**src/dmah_params.svh**
```systemverilog
// constants for the halt-mode transfer sequencer
`ifndef DMAH_PARAMS_SVH
`define DMAH_PARAMS_SVH

`define DMAH_NUM_CH       4
`define DMAH_FIFO_DEPTH   4
`define DMAH_CNT_ZERO     16'h0000
`define DMAH_ADR_STEP     16'h0001

// register index map
`define DMAH_REG_ICR      6'h20
`define DMAH_REG_DCR      6'h21
`define DMAH_FLD_ADR_HI   3'h0
`define DMAH_FLD_ADR_LO   3'h1
`define DMAH_FLD_CNT_HI   3'h2
`define DMAH_FLD_CNT_LO   3'h3
`define DMAH_FLD_CTL      3'h4

// channel control bits
`define DMAH_CTL_RW       0
`define DMAH_CTL_BURST    1
`define DMAH_CTL_TSC      2
`define DMAH_CTL_DOWN     3
`define DMAH_CTL_BUSY     6
`define DMAH_CTL_END      7

// interrupt control bits
`define DMAH_ICR_FLAG     7

// chain control bits
`define DMAH_DCR_CHAIN_EN 0
`define DMAH_DCR_TGT_LO   1
`define DMAH_DCR_TGT_HI   2
`define DMAH_DCR_FOUR_CH  3
`define DMAH_DCR_TGT_NONE 2'h3

`define DMAH_ICR_RESET    8'h00
`define DMAH_DCR_RESET    8'h00

`endif

```
**src/dmah_pkg.sv**
```systemverilog
// types shared by the halt-mode transfer sequencer
package dmah_pkg;

  typedef enum logic [2:0] {
    ST_IDLE,
    ST_REQ,
    ST_GRANT,
    ST_DRIVE,
    ST_STROBE,
    ST_BWAIT,
    ST_RELEASE
  } dmah_state_t;

  // one completed byte transfer
  typedef struct packed {
    logic [1:0]  chan;
    logic        rw;
    logic [15:0] addr;
  } dmah_log_t;

  // per-channel mode bits
  typedef struct packed {
    logic down;
    logic three_state_steal;
    logic burst;
    logic rw;
  } dmah_mode_t;

endpackage : dmah_pkg

```
**src/dmah_sequencer.sv**
```systemverilog
// halt-mode transfer sequencer with its transfer-log fifo
`timescale 1ns/1ps
`include "dmah_params.svh"

module dmah_fifo
  import dmah_pkg::*;
#(
  parameter int WIDTH = 19,
  parameter int DEPTH = 4
)
(
  input  wire logic             clk_i,
  input  wire logic             rstn_i,
  input  wire logic             in_valid_i,
  output logic                  in_ready_o,
  input  wire logic [WIDTH-1:0] in_data_i,
  output logic                  out_valid_o,
  input  wire logic             out_ready_i,
  output logic      [WIDTH-1:0] out_data_o
);
  localparam int PW = (DEPTH > 1) ? $clog2(DEPTH) : 1;
  localparam int CW = $clog2(DEPTH + 1);

  logic [WIDTH-1:0] mem_q [DEPTH];
  logic [PW-1:0]    wr_ptr_q;
  logic [PW-1:0]    rd_ptr_q;
  logic [CW-1:0]    cnt_q;
  logic [CW-1:0]    cnt_d;
  logic             push;
  logic             pop;

  assign push = in_valid_i && in_ready_o;
  assign pop  = out_valid_o && out_ready_i;
  assign out_data_o = mem_q[rd_ptr_q];

  always_comb
  begin
    cnt_d = cnt_q;
    if (push && !pop)
      cnt_d = cnt_q + CW'(1);
    else if (pop && !push)
      cnt_d = cnt_q - CW'(1);
  end

  always_ff @(posedge clk_i)
  begin
    if (push)
      mem_q[wr_ptr_q] <= in_data_i;
  end

  always_ff @(posedge clk_i)
  begin
    if (!rstn_i)
    begin
      wr_ptr_q    <= '0;
      rd_ptr_q    <= '0;
      cnt_q       <= '0;
      out_valid_o <= 1'b0;
      in_ready_o  <= 1'b0;
    end
    else
    begin
      if (push)
        wr_ptr_q <= (wr_ptr_q == PW'(DEPTH - 1)) ? '0 : wr_ptr_q + PW'(1);
      if (pop)
        rd_ptr_q <= (rd_ptr_q == PW'(DEPTH - 1)) ? '0 : rd_ptr_q + PW'(1);
      cnt_q       <= cnt_d;
      out_valid_o <= (cnt_d != '0);
      in_ready_o  <= (cnt_d != CW'(DEPTH));
    end
  end
endmodule : dmah_fifo

// Behaviour
// RULE1 - icr bits 0-3 enable per-channel interrupts
// RULE2 - icr bit 7 reads interrupt output active
// RULE3 - chain control bit 0 enables chaining
// RULE4 - chaining copies channel 3 address, count
// RULE5 - bits 1,2 pick chain target channel
// RULE6 - bit 3 four-channel mode, pin bidirectional
// RULE7 - halt steal, halt burst, three-state steal modes
// RULE8 - request sampled on phase-2 rising edge
// RULE9 - accept: halt request low, then ack A
// RULE10 - after grant drive ack B, address, rw
// RULE11 - strobe byte, step address, decrement count
// RULE12 - cycle steal releases halt after each byte
// RULE13 - cycle steal floats lines, grant then falls
// RULE14 - peripheral requests once per byte, drops
// RULE15 - request drop before grant: hold, wait
// RULE16 - request still high after strobe restarts
// RULE17 - burst holds halt low until count zero
// RULE18 - burst samples request on phase-2 falling edge
// RULE19 - burst end: block end low, float, grant falls
// RULE20 - steady burst request moves byte per cycle
// RULE21 - peripheral drops request when strobe low
// RULE22 - interrupt is OR of flag and enable; code ORs each end flag ANDed with its enable
// RULE23 - end flag set at zero, read clears
// RULE24 - three-state channels cannot use burst
// RULE25 - four-channel pin: select in, ack B out
// RULE26 - undefined target performs no chain load
module dmah_sequencer
  import dmah_pkg::*;
(
  input  wire logic        clk_i,
  input  wire logic        rstn_i,
  input  wire logic        dma_phase2_clock_i,
  input  wire logic [3:0]  xfer_request_i,
  input  wire logic        bus_grant_i,
  output logic             halt_request_n_o,
  output logic             tristate_request_n_o,
  output logic             xfer_ack_a_o,
  output logic             xfer_strobe_o,
  output logic             irq_or_block_end_n_o,
  output logic [1:0]       xfer_chan_o,
  output logic [15:0]      addr_o,
  output logic             addr_oe_n_o,
  output logic             rw_o,
  output logic             rw_oe_n_o,
  input  wire logic        select_or_ack_b_pin_i,
  output logic             select_or_ack_b_pin_o,
  output logic             select_or_ack_b_pin_oe_n_o,
  input  wire logic [5:0]  reg_addr_i,
  input  wire logic        reg_wr_i,
  input  wire logic        reg_rd_i,
  input  wire logic [7:0]  reg_wdata_i,
  output logic [7:0]       reg_rdata_o,
  output logic             log_valid_o,
  input  wire logic        log_ready_i,
  output dmah_log_t        log_data_o
);

  dmah_state_t state_q;
  logic [15:0] adr_q [`DMAH_NUM_CH];
  logic [15:0] cnt_q [`DMAH_NUM_CH];
  dmah_mode_t  mode_q [`DMAH_NUM_CH];
  logic [3:0]  busy_q;
  logic [3:0]  end_q;
  logic [7:0]  icr_q;
  logic [7:0]  dcr_q;
  logic [1:0]  ch_q;
  logic        ph2_prev_q;
  logic        ph2_rise;
  logic        ph2_fall;
  logic        cs_ok;
  logic        wr_hit;
  logic        rd_hit;
  logic [1:0]  reg_ch;
  logic [2:0]  reg_fld;
  logic        last_byte;
  logic        steal;
  logic        fifo_ready;
  logic        push;
  logic [1:0]  tgt;
  logic        chain_load;
  logic [3:0]  irq_vec;
  dmah_log_t   log_word;

  function automatic logic [1:0] pick_chan(input logic [3:0] req);
    pick_chan = 2'h3;
    for (int i = `DMAH_NUM_CH - 1; i >= 0; i--)
      if (req[i])
        pick_chan = 2'(i);
  endfunction : pick_chan

  function automatic logic [15:0] step_adr(input logic [15:0] a,
                                           input logic        down);
    step_adr = down ? a - `DMAH_ADR_STEP : a + `DMAH_ADR_STEP;
  endfunction : step_adr

  assign ph2_rise  = dma_phase2_clock_i && !ph2_prev_q;
  assign ph2_fall  = !dma_phase2_clock_i && ph2_prev_q;
  // in four-channel mode the pin is a select only while the cpu owns the bus
  assign cs_ok     = !select_or_ack_b_pin_i &&
                     !(dcr_q[`DMAH_DCR_FOUR_CH] && bus_grant_i); // see RULE25
  assign wr_hit    = reg_wr_i && cs_ok;
  assign rd_hit    = reg_rd_i && cs_ok;
  assign reg_ch    = reg_addr_i[4:3];
  assign reg_fld   = reg_addr_i[2:0];
  // the block ends with the byte that takes the count to zero
  assign last_byte = ((cnt_q[ch_q] - `DMAH_ADR_STEP) == `DMAH_CNT_ZERO);
  // three-state channels never burst
  assign steal     = !mode_q[ch_q].burst || mode_q[ch_q].three_state_steal; // see RULE24
  assign push      = (state_q == ST_STROBE);
  assign tgt       = {dcr_q[`DMAH_DCR_TGT_HI], dcr_q[`DMAH_DCR_TGT_LO]}; // see RULE5
  assign chain_load = push && last_byte && dcr_q[`DMAH_DCR_CHAIN_EN] &&
                      tgt != `DMAH_DCR_TGT_NONE && tgt == ch_q; // see RULE3 RULE26
  assign irq_vec   = end_q & icr_q[3:0]; // see RULE1 RULE22

  always_comb
  begin
    log_word.chan = ch_q;
    log_word.rw   = mode_q[ch_q].rw;
    log_word.addr = adr_q[ch_q];
  end

  // tracks the pin through reset so no false edge follows release
  always_ff @(posedge clk_i)
  begin
    ph2_prev_q <= dma_phase2_clock_i;
  end

  // transfer sequence
  always_ff @(posedge clk_i)
  begin
    if (!rstn_i)
    begin
      state_q <= ST_IDLE;
      ch_q    <= 2'h0;
    end
    else
    begin
      unique case (state_q)
        ST_IDLE:
          if (ph2_rise && xfer_request_i != 4'h0) // see RULE8 RULE16
          begin
            ch_q    <= pick_chan(xfer_request_i);
            state_q <= ST_REQ;
          end
        ST_REQ:
          state_q <= ST_GRANT; // see RULE9
        ST_GRANT:
          // a dropped request keeps the cpu halted until it returns
          if (bus_grant_i && xfer_request_i[ch_q] && fifo_ready) // see RULE15
            state_q <= ST_DRIVE; // see RULE10
        ST_DRIVE:
          state_q <= ST_STROBE;
        ST_STROBE:
          if (last_byte || steal)
            state_q <= ST_RELEASE; // see RULE12 RULE17
          else
            state_q <= ST_BWAIT;
        ST_BWAIT:
          if (ph2_fall && xfer_request_i[ch_q] && fifo_ready) // see RULE18
            state_q <= ST_STROBE; // see RULE20
        ST_RELEASE:
          if (!bus_grant_i)
            state_q <= ST_IDLE; // see RULE13 RULE19
      endcase
    end
  end

  // pin drivers
  always_ff @(posedge clk_i)
  begin
    if (!rstn_i)
    begin
      halt_request_n_o           <= 1'b1;
      tristate_request_n_o       <= 1'b1;
      xfer_ack_a_o               <= 1'b0;
      xfer_strobe_o              <= 1'b0;
      xfer_chan_o                <= 2'h0;
      addr_o                     <= 16'h0000;
      addr_oe_n_o                <= 1'b1;
      rw_o                       <= 1'b0;
      rw_oe_n_o                  <= 1'b1;
      select_or_ack_b_pin_o      <= 1'b0;
      select_or_ack_b_pin_oe_n_o <= 1'b1;
    end
    else
    begin
      xfer_strobe_o <= 1'b0;
      unique case (state_q)
        ST_REQ:
        begin
          // three-state channels use their own request line
          halt_request_n_o     <= mode_q[ch_q].three_state_steal; // see RULE7 RULE9
          tristate_request_n_o <= !mode_q[ch_q].three_state_steal;
          xfer_ack_a_o         <= 1'b1;
          xfer_chan_o          <= ch_q;
        end
        ST_DRIVE, ST_BWAIT:
        begin
          addr_o                     <= adr_q[ch_q]; // see RULE10
          addr_oe_n_o                <= 1'b0;
          rw_o                       <= mode_q[ch_q].rw;
          rw_oe_n_o                  <= 1'b0;
          select_or_ack_b_pin_o      <= 1'b1;
          select_or_ack_b_pin_oe_n_o <= !dcr_q[`DMAH_DCR_FOUR_CH]; // see RULE6
          if (state_q == ST_BWAIT && ph2_fall &&
              xfer_request_i[ch_q] && fifo_ready)
            xfer_strobe_o <= 1'b1;
          else if (state_q == ST_DRIVE)
            xfer_strobe_o <= 1'b1; // see RULE11
        end
        ST_STROBE:
          addr_o <= step_adr(adr_q[ch_q], mode_q[ch_q].down);
        ST_RELEASE:
        begin
          halt_request_n_o           <= 1'b1; // see RULE12 RULE17
          tristate_request_n_o       <= 1'b1;
          xfer_ack_a_o               <= 1'b0;
          addr_oe_n_o                <= 1'b1; // see RULE13
          rw_oe_n_o                  <= 1'b1;
          select_or_ack_b_pin_o      <= 1'b0;
          select_or_ack_b_pin_oe_n_o <= 1'b1; // see RULE25
        end
        default:
        begin
        end
      endcase
    end
  end

  // interrupt and block-end output
  always_ff @(posedge clk_i)
  begin
    if (!rstn_i)
      irq_or_block_end_n_o <= 1'b1;
    else if (push && last_byte)
      irq_or_block_end_n_o <= 1'b0; // see RULE19
    else
      irq_or_block_end_n_o <= !(|irq_vec); // see RULE22
  end

  // address, count and mode registers; chaining
  always_ff @(posedge clk_i)
  begin
    if (!rstn_i)
    begin
      for (int i = 0; i < `DMAH_NUM_CH; i++)
      begin
        adr_q[i]  <= 16'h0000;
        cnt_q[i]  <= 16'h0000;
        mode_q[i] <= '0;
      end
    end
    else
    begin
      if (wr_hit && !reg_addr_i[5])
      begin
        unique case (reg_fld)
          `DMAH_FLD_ADR_HI: adr_q[reg_ch][15:8] <= reg_wdata_i;
          `DMAH_FLD_ADR_LO: adr_q[reg_ch][7:0]  <= reg_wdata_i;
          `DMAH_FLD_CNT_HI: cnt_q[reg_ch][15:8] <= reg_wdata_i;
          `DMAH_FLD_CNT_LO: cnt_q[reg_ch][7:0]  <= reg_wdata_i;
          `DMAH_FLD_CTL:
            mode_q[reg_ch] <= {reg_wdata_i[`DMAH_CTL_DOWN],
                               reg_wdata_i[`DMAH_CTL_TSC],
                               reg_wdata_i[`DMAH_CTL_BURST],
                               reg_wdata_i[`DMAH_CTL_RW]};
          default:
          begin
          end
        endcase
      end
      if (push)
      begin
        adr_q[ch_q] <= step_adr(adr_q[ch_q], mode_q[ch_q].down); // see RULE11
        cnt_q[ch_q] <= cnt_q[ch_q] - `DMAH_ADR_STEP;
      end
      if (chain_load)
      begin
        adr_q[ch_q] <= adr_q[3]; // see RULE4
        cnt_q[ch_q] <= cnt_q[3];
      end
    end
  end

  // busy and end-of-block flags; a set wins over a read clear
  always_ff @(posedge clk_i)
  begin
    if (!rstn_i)
    begin
      busy_q <= 4'h0;
      end_q  <= 4'h0;
    end
    else
    begin
      if (rd_hit && !reg_addr_i[5] && reg_fld == `DMAH_FLD_CTL)
        end_q[reg_ch] <= 1'b0; // see RULE23
      if (state_q == ST_REQ)
        busy_q[ch_q] <= 1'b1;
      if (push && last_byte)
      begin
        end_q[ch_q]  <= 1'b1; // see RULE23
        busy_q[ch_q] <= 1'b0;
      end
    end
  end

  // interrupt control and chain control
  always_ff @(posedge clk_i)
  begin
    if (!rstn_i)
    begin
      icr_q <= `DMAH_ICR_RESET;
      dcr_q <= `DMAH_DCR_RESET;
    end
    else if (wr_hit && reg_addr_i == `DMAH_REG_ICR)
      icr_q <= {4'h0, reg_wdata_i[3:0]}; // see RULE1 RULE2
    else if (wr_hit && reg_addr_i == `DMAH_REG_DCR)
      dcr_q <= {4'h0, reg_wdata_i[3:0]}; // see RULE3 RULE6
  end

  // register read port
  always_ff @(posedge clk_i)
  begin
    if (!rstn_i)
      reg_rdata_o <= 8'h00;
    else if (rd_hit)
    begin
      reg_rdata_o <= 8'h00;
      if (reg_addr_i == `DMAH_REG_ICR)
      begin
        reg_rdata_o                 <= icr_q;
        reg_rdata_o[`DMAH_ICR_FLAG] <= !irq_or_block_end_n_o; // see RULE2
      end
      else if (reg_addr_i == `DMAH_REG_DCR)
        reg_rdata_o <= dcr_q;
      else if (!reg_addr_i[5])
      begin
        unique case (reg_fld)
          `DMAH_FLD_ADR_HI: reg_rdata_o <= adr_q[reg_ch][15:8];
          `DMAH_FLD_ADR_LO: reg_rdata_o <= adr_q[reg_ch][7:0];
          `DMAH_FLD_CNT_HI: reg_rdata_o <= cnt_q[reg_ch][15:8];
          `DMAH_FLD_CNT_LO: reg_rdata_o <= cnt_q[reg_ch][7:0];
          `DMAH_FLD_CTL:
          begin
            reg_rdata_o[`DMAH_CTL_RW]    <= mode_q[reg_ch].rw;
            reg_rdata_o[`DMAH_CTL_BURST] <= mode_q[reg_ch].burst;
            reg_rdata_o[`DMAH_CTL_TSC]   <= mode_q[reg_ch].three_state_steal;
            reg_rdata_o[`DMAH_CTL_DOWN]  <= mode_q[reg_ch].down;
            reg_rdata_o[`DMAH_CTL_BUSY]  <= busy_q[reg_ch];
            reg_rdata_o[`DMAH_CTL_END]   <= end_q[reg_ch];
          end
          default:
          begin
          end
        endcase
      end
    end
  end

  // each moved byte is logged; a full log stalls the next strobe
  dmah_fifo #(
    .WIDTH ($bits(dmah_log_t)),
    .DEPTH (`DMAH_FIFO_DEPTH)
  ) u_log (
    .clk_i       (clk_i),
    .rstn_i      (rstn_i),
    .in_valid_i  (push),
    .in_ready_o  (fifo_ready),
    .in_data_i   (log_word),
    .out_valid_o (log_valid_o),
    .out_ready_i (log_ready_i),
    .out_data_o  (log_data_o)
  );

endmodule : dmah_sequencer

```
**config.mk**
```make
export PLATFORM = sky130hd
export DESIGN_NAME = dmah_sequencer
export DESIGN_NICKNAME = d
export VERILOG_FILES = /design/src/dmah_pkg.sv /design/src/dmah_sequencer.sv
export VERILOG_INCLUDE_DIRS = /design/src
export SDC_FILE = /design/constraint.sdc
export NUM_CORES = 1
export LEC_CHECK = 0
export ABC_CLOCK_PERIOD_IN_PS = 6000
export BUFFER_PORTS_ARGS = -buffer_cell sky130_fd_sc_hd__clkbuf_2
export CAP_MARGIN = 20
export CORE_MARGIN = 2
export CORE_UTILIZATION = 35
export DETAILED_ROUTE_END_ITERATION = 10
export HOLD_SLACK_MARGIN = 0.06
export SLEW_MARGIN = 20
export SYNTH_ARGS = -nofsm -noshare
export SYNTH_HDL_FRONTEND = slang
export SYNTH_SLANG_ARGS = --single-unit
export TNS_END_PERCENT = 30
```
**constraint.sdc**
```tcl
create_clock -name clk_i -period 6 [get_ports clk_i]
set_input_delay 0.6 -clock clk_i [delete_from_list [all_inputs] [get_ports clk_i]]
set_output_delay 0.6 -clock clk_i [all_outputs]
set_load 0.02 [all_outputs]
```
==> results of run 1 <==
flip-flops by register name (all words and copies together), names as in the netlist, 8 cells and up, named ones only:
signal	cells
addr_o	16
adr_q	64
cnt_q	64
mode_q	16
reg_rdata_o	8
u_log.mem_q	76
cells by family (layout without fill, tap and decap cells):
kind of cell    count (synthesis)  count (layout)  synth area share [%]
compound gates                310             310                 12.78
xor+xnor                       29              29                 1.711
fa+ha+maj                      24              24                 2.013
buf+inv                       125             189                 3.421
flops                         290             290                 52.38
mux                           131             131                 16.29
other cells                     0               2                     0
simple gates                  372             372                 11.41
cells in the final DEF (no fill, tap or decap), drive strengths merged, types with 16 or more instances in the layout:
cell type,n
mux4,94
ha,23
nor2,90
nand3,73
edfxtp,220
dfxtp,70
xnor2,16
nand2,116
nor3,29
o22ai,53
a22oi,19
buf,20
inv,31
clkbuf,123
o21ai,110
a21oi,67
mux2i,35
per-layer routing:
metal / global-route usage, % / vias up / share of wire, %
met5: 0 / - / 0.051
met4: 6.463 / 4 / 3.0
met3: 3.765 / 94 / 7.2
met2: 33.88 / 460 / 50
met1: 25.20 / 5701 / 40
li1: - / 5061 / -
where the power goes:
group          internal (mW)  switching, mW
sequential              2.23         0.0640
combinational          0.278          0.485
clock                   1.19          0.823
final timing paths:
path	startpoint	to	slack, ns	depth (start not counted)
max reg2reg	register	cnt_q[1][4]$_DFFE_PP_	1.08	9
min reg2reg	reg_rdata_o[7]$_SDFFE_PN0P_	reg_rdata_o[7]$_SDFFE_PN0P_	0.47	2
min	dma_phase2_clock_i	ph2_prev_q$_DFF_P_	0.17	1
max	register	cnt_q[1][4]$_DFFE_PP_	1.08	9
critical path, stage by stage, from the launching register on:
cell and delay, ns:
dfxtp_1 0.90, mux4_2 0.48, or4_1 0.73, nor4_4 0.32
xor2_2 0.15, nor4_1 0.57, and4_1 0.82, buf_4 0.36
a21oi_1 0.15, o21ai_0 0.22
area by class of cell:
cell class                 count  area [sq um]  area share [%]
inverter                      30         112.6          0.6524
timing repair buffer         101         553.0           3.204
antenna                        2         5.005         0.02899
clock inverter                16         205.2           1.189
tap                          585         732.0           4.240
sequential                   290          8009           46.40
clock buffer                  42         867.1           5.023
multi-input combinational    866          6778           39.26
cells in the mapped netlist (11+ instances only):
cell type	count
o21ai_1	44
nor3_1	29
xor2_1	12
edfxtp_1	220
inv_1	28
a22oi_1	19
a21oi_1	58
ha_1	23
nor2_1	90
nand3_1	73
nor2b_1	11
mux4_2	94
mux2i_1	35
clkbuf_1	76
xnor2_1	16
o21ai_0	66
o22ai_1	53
nand2_1	116
dfxtp_1	70
==> results.md, run 1 <==
* Status: complete, no violations
* Worst-path fanout max at 18
* Fillers at between 4000 and 5000
* # IOs at 82
* TritonCTS Sinks at 290
* Hold WS at around 0.17 ns
* Final Cycle Share at 81.93%
* Worst path required time at around 6.4 ns
* Nets at 1370
* Cell area after synthesis at between 0.015 and 0.02 sq mm
* Worst-path clk slew at ~0.060 ns
* Fin cells at 1932
* Ys Warns at 0
* Via count at between 10000 and 15000
* Setup bufs post-CTS at 0
* TritonCTS clock tree: built
* Global route overflow at 0
* Clock latency on the worst-skew pair at 0.59 ns
* Worst-Margin Slew at around 1.1 ns
* Hold buffers post-CTS at 0
* Max-cap violations at 0
* Distinct cells, synth at 72
* Dpl ws at between 1 and 1.5 ns
* Die Y-Extent at 213.0 um
* Worst VDD drop at 0.1570 mV
* Max-slew violations at 0
* Async S/R FF share, synth at 0%
* Register area share after synthesis at around 52%
* Post-route ant nets at 0
* Routability congestion estimate at 0.9017
* Crit path DAT at between 5 and 6 ns
* Share of Yosys cell area claimed by the top area cell type at 43.21%
* Max Clock Skew at between 0.01 and 0.015 ns
* Largest area contributor in the netlist: edfxtp_1
* Initial Utilization at a little over a third
* Avg Cell Area, Syn at ~12 sq um
* Detailed Routing Iterations Pass 1 at 5
* Worst hold path class: in -> reg
* EDFF count, synth at between 200 and 250
* Final WS setup at 1.084 ns
* DR vias/cell at 5.859
* IO Port Bufs at 81
* Min Tclk post-route at 4.916 ns
* Synth area leaders: edfxtp_1, mux4_2, dfxtp_1
* Leak pwr at 6.026 nW
* Relative slew slack at 24.05%
* Layout cell share with drive strength beyond 1 at between 20% and 30%
* Root Buffer: clkbuf_16
* Drc violations at 0
* Row Count at 76
* H-Tree Depth at 1
* Vias in the first global route at 11210
* Placed cells at 1870
* Fmax at about 0.2 GHz
* Top FF cell, synth: edfxtp_1
* TritonCTS Buffers at 31
* RSZ-0062 raised after global routing: no
* Kind of critical path: reg -> reg
* Mapped Nets at 1331
* Design Area, Final at 0.01726 sq mm
* 1st-iter DRT viols at roughly 1000
* Clk buf depth at 3
* Post-DP Area at 0.01617 sq mm
* Largest net degree at the start of global routing at 60
* Die Span X at 213.0 um
* CP Capture Type: register
* Startpoint Class: register
* DPL Wire Length at 31.71 mm
* Final Hold Vio Count at 0
* Power Total at 5.069 mW
* Post_cts resized at 0
* Post-Synthesis Cells at 1281
* Final setup viols at 0
* GR Util All Layers at about a fifth
* Initial antenna violation count at 4
* Fin util at 40.07%
* First-pass GRT wire length at 68.12 mm
* Setup TNS at 0 ns
* Power Dens Cells at 293.7 mW/mm^2
* Core area at roughly 0.043 sq mm
* Routed wire length at 44.93 mm
* Total die area at between 0.04 and 0.05 sq mm
* Layout overhead on the synthesized area at 12.92%
* Flops & latches, synth at 290
* Avg WL per Cell at ~23 um
(Power assumes the default switching activity.)
==> run 2: changes to the inputs <==
Settings changed: ABC_CLOCK_PERIOD_IN_PS 6000 to 5000.
Clock period 6 ns to 5 ns, I/O delays scaled along.
==> run 2 against run 1 <==
  * Clock skew up 0.0069 ns
  * Global-route usage about the same
  * Wire length down 0.61%
  * Sequential cell count unchanged
  * Non-clock buffer count up 7
  * Largest cell class unchanged
  * Sequential power up 20%
  * Register-to-register slack worse by 0.58 ns
  * Die area unchanged
==> results.md, run 2 (synthesized netlist as in run 1, its figures left out) <==
* # IOs at between 80 and 90
* Met1 global-route usage at about a quarter
* IO Port Bufs at ~80
* Max Clock Skew at around 0.017 ns
* Status: complete, no violations
* Post-DP Area at 0.01624 sq mm
* CP max stage delay at 0.75 ns
* Total die area at around 0.045 sq mm
* Via count at 11260
* 1st-iter DRT viols at 1079
* Final Hold Vio Count at 0
* M2 GR Usage at 32.34%
* CP Capture Type: register
* First-pass GRT wire length at 68.07 mm
* Worst hold path class: in -> reg
* Post-route ant nets at 0
* Worst-path clk slew at around 0.070 ns
* Initial Utilization at 35.49%
* Max FFs per register at 76
* Worst path required time at between 5 and 6 ns
* Fmax at 0.2222 GHz
* H-Tree Depth at 1
* Startpoint Class: register
* Leak pwr at 6.066 nW
* Largest regs: u_log.mem_q: 76 flops, adr_q: 64 flops, cnt_q: 64 flops
* Largest net degree at the start of global routing at 55
* Root Buffer: clkbuf_16
* TritonCTS Sinks at 290
* Die Y-Extent at 213.0 um
* Detailed Routing Iterations Pass 1 at 7
* Layer with the highest usage: met2
* Max-cap violations at 0
* RSZ-0062 raised after global routing: no
* Routed wire length at 44.65 mm
* Setup TNS at 0 ns
* Multi-input gate area at about 0.0068 sq mm
* Met3 usage at 3.956%
* Clock latency on the worst-skew pair at 0.57 ns
* Max-slew violations at 0
* Vias in the first global route at 11160
* Core area at 0.04308 sq mm
* Layout cell share with drive strength beyond 1 at 20.73%
* Kind of critical path: reg -> reg
* Final setup viols at 0
* Nets at ~1400
* DR vias/cell at about 5.8
* Placed cells at about 1900
* Worst VDD drop at 0.2642 mV
* DPL Wire Length at 31.55 mm
* Fillers at 4081
* Power Dens Cells at roughly 350 mW/mm^2
* Min Tclk post-route at 4.500 ns
* Slowest CP cell: mux4_2
* Row Count at 76
* Initial antenna violation count at 4
* Drc violations at 0
* Avg WL per Cell at 23.05 um
* Worst-path fanout max at 16
* GR Util All Layers at between 10% and 20%
* Die Span X at 213.0 um
* Crit path DAT at 4.88 ns
* TritonCTS Buffers at 31
* Worst-Margin Slew at around 1.2 ns
* Relative slew slack at 21.38%
* Final Cycle Share at 89.99%
* TritonCTS clock tree: built
* Clk buf depth at 3
* Layout overhead on the synthesized area at 13.33%
* Most common cell after layout, fill and taps aside: edfxtp_1
* Design Area, Final at 0.01733 sq mm
* Most frequent cells in the layout: edfxtp_1, nand2_1, mux4_2, nor2_1, clkbuf_2
* Global route overflow at 0
* Crit-path cells: buf_4, mux4_2, ha_1, nor2b_1, o31a_1, o21bai_1, a31oi_1, o21a_1, o311ai_0, mux2i_1, o22ai_1
* Sequential Area at 0.008009 sq mm
* Fin cells at 1937
* Largest register by flop count: u_log.mem_q
* Routability congestion estimate at roughly 0.9
[run 2: path summary, 6_finish.rpt]
path                          startpoint                          end  slack [ns]  cells after the start
max reg2reg                     register       adr_q[2][14]$_DFFE_PP_        0.50                     11
max                             register       adr_q[2][14]$_DFFE_PP_        0.50                     11
min                          log_ready_i                     register        0.22                      3
min reg2reg  reg_rdata_o[6]$_SDFFE_PN0P_  reg_rdata_o[6]$_SDFFE_PN0P_        0.46                      2
[run 2: cell type report]
type	count	area share (%)
antenna	1	0.01444
sequential	290	46.23
clock inverter	10	0.7366
tap	585	4.225
timing repair buffer	108	3.596
multi-input combinational	866	39.12
inverter	30	0.6500
clock buffer	47	5.431
[run 2: layer usage]
metal / vias to the layer above / wire length (um) / part of all wire, %
met5: - / 57 / 0.13
li1: 5062 / - / -
met4: 6 / 1778 / 4.0
met2: 457 / 21370 / 48
met1: 5640 / 18120 / 41
met3: 97 / 3330 / 7.5
[run 2: report_power, final]
part           internal, mW  total [mW]  switching (mW)
registers              2.68        2.75          0.0743
clock network          1.44        2.40           0.958
logic                 0.341       0.930           0.589
total                  4.46        6.08            1.62
[run 2: through the flow]
step / utilization, % / total power [mW] / hold slack [ns] / setup WS (ns)
6_report: 40.22 / 6.082 / 0.2186 / 0.5003
5_1_grt: 40.21 / 6.293 / 0.2350 / 0.1262
4_1_cts: 40.21 / 6.110 / 0.1951 / 0.4243
3_5_place_dp: 37.70 / 3.723 / 0.4517 / 0.4512
3_3_place_gp: 37.70 / 3.707 / 0.4492 / 0.4540
2_1_floorplan: - / 3.427 / 0.4541 / 0.5300
[run 2: what timing repair did]
item                      4_1_cts  5_1_grt
gates resized for setup         0        0
hold buffers                    1        0
setup buffers                   0        0
hold endpoints to repair        1        0
[run 2: critical path, delay by kind of cell, from the launching register on]
family / cells / cell delay, ns
compound gates: 6 / 1.66
mux: 2 / 1.02
flops: 1 / 0.66
fa+ha+maj: 1 / 0.41
buf+inv: 1 / 0.38
simple gates: 1 / 0.17
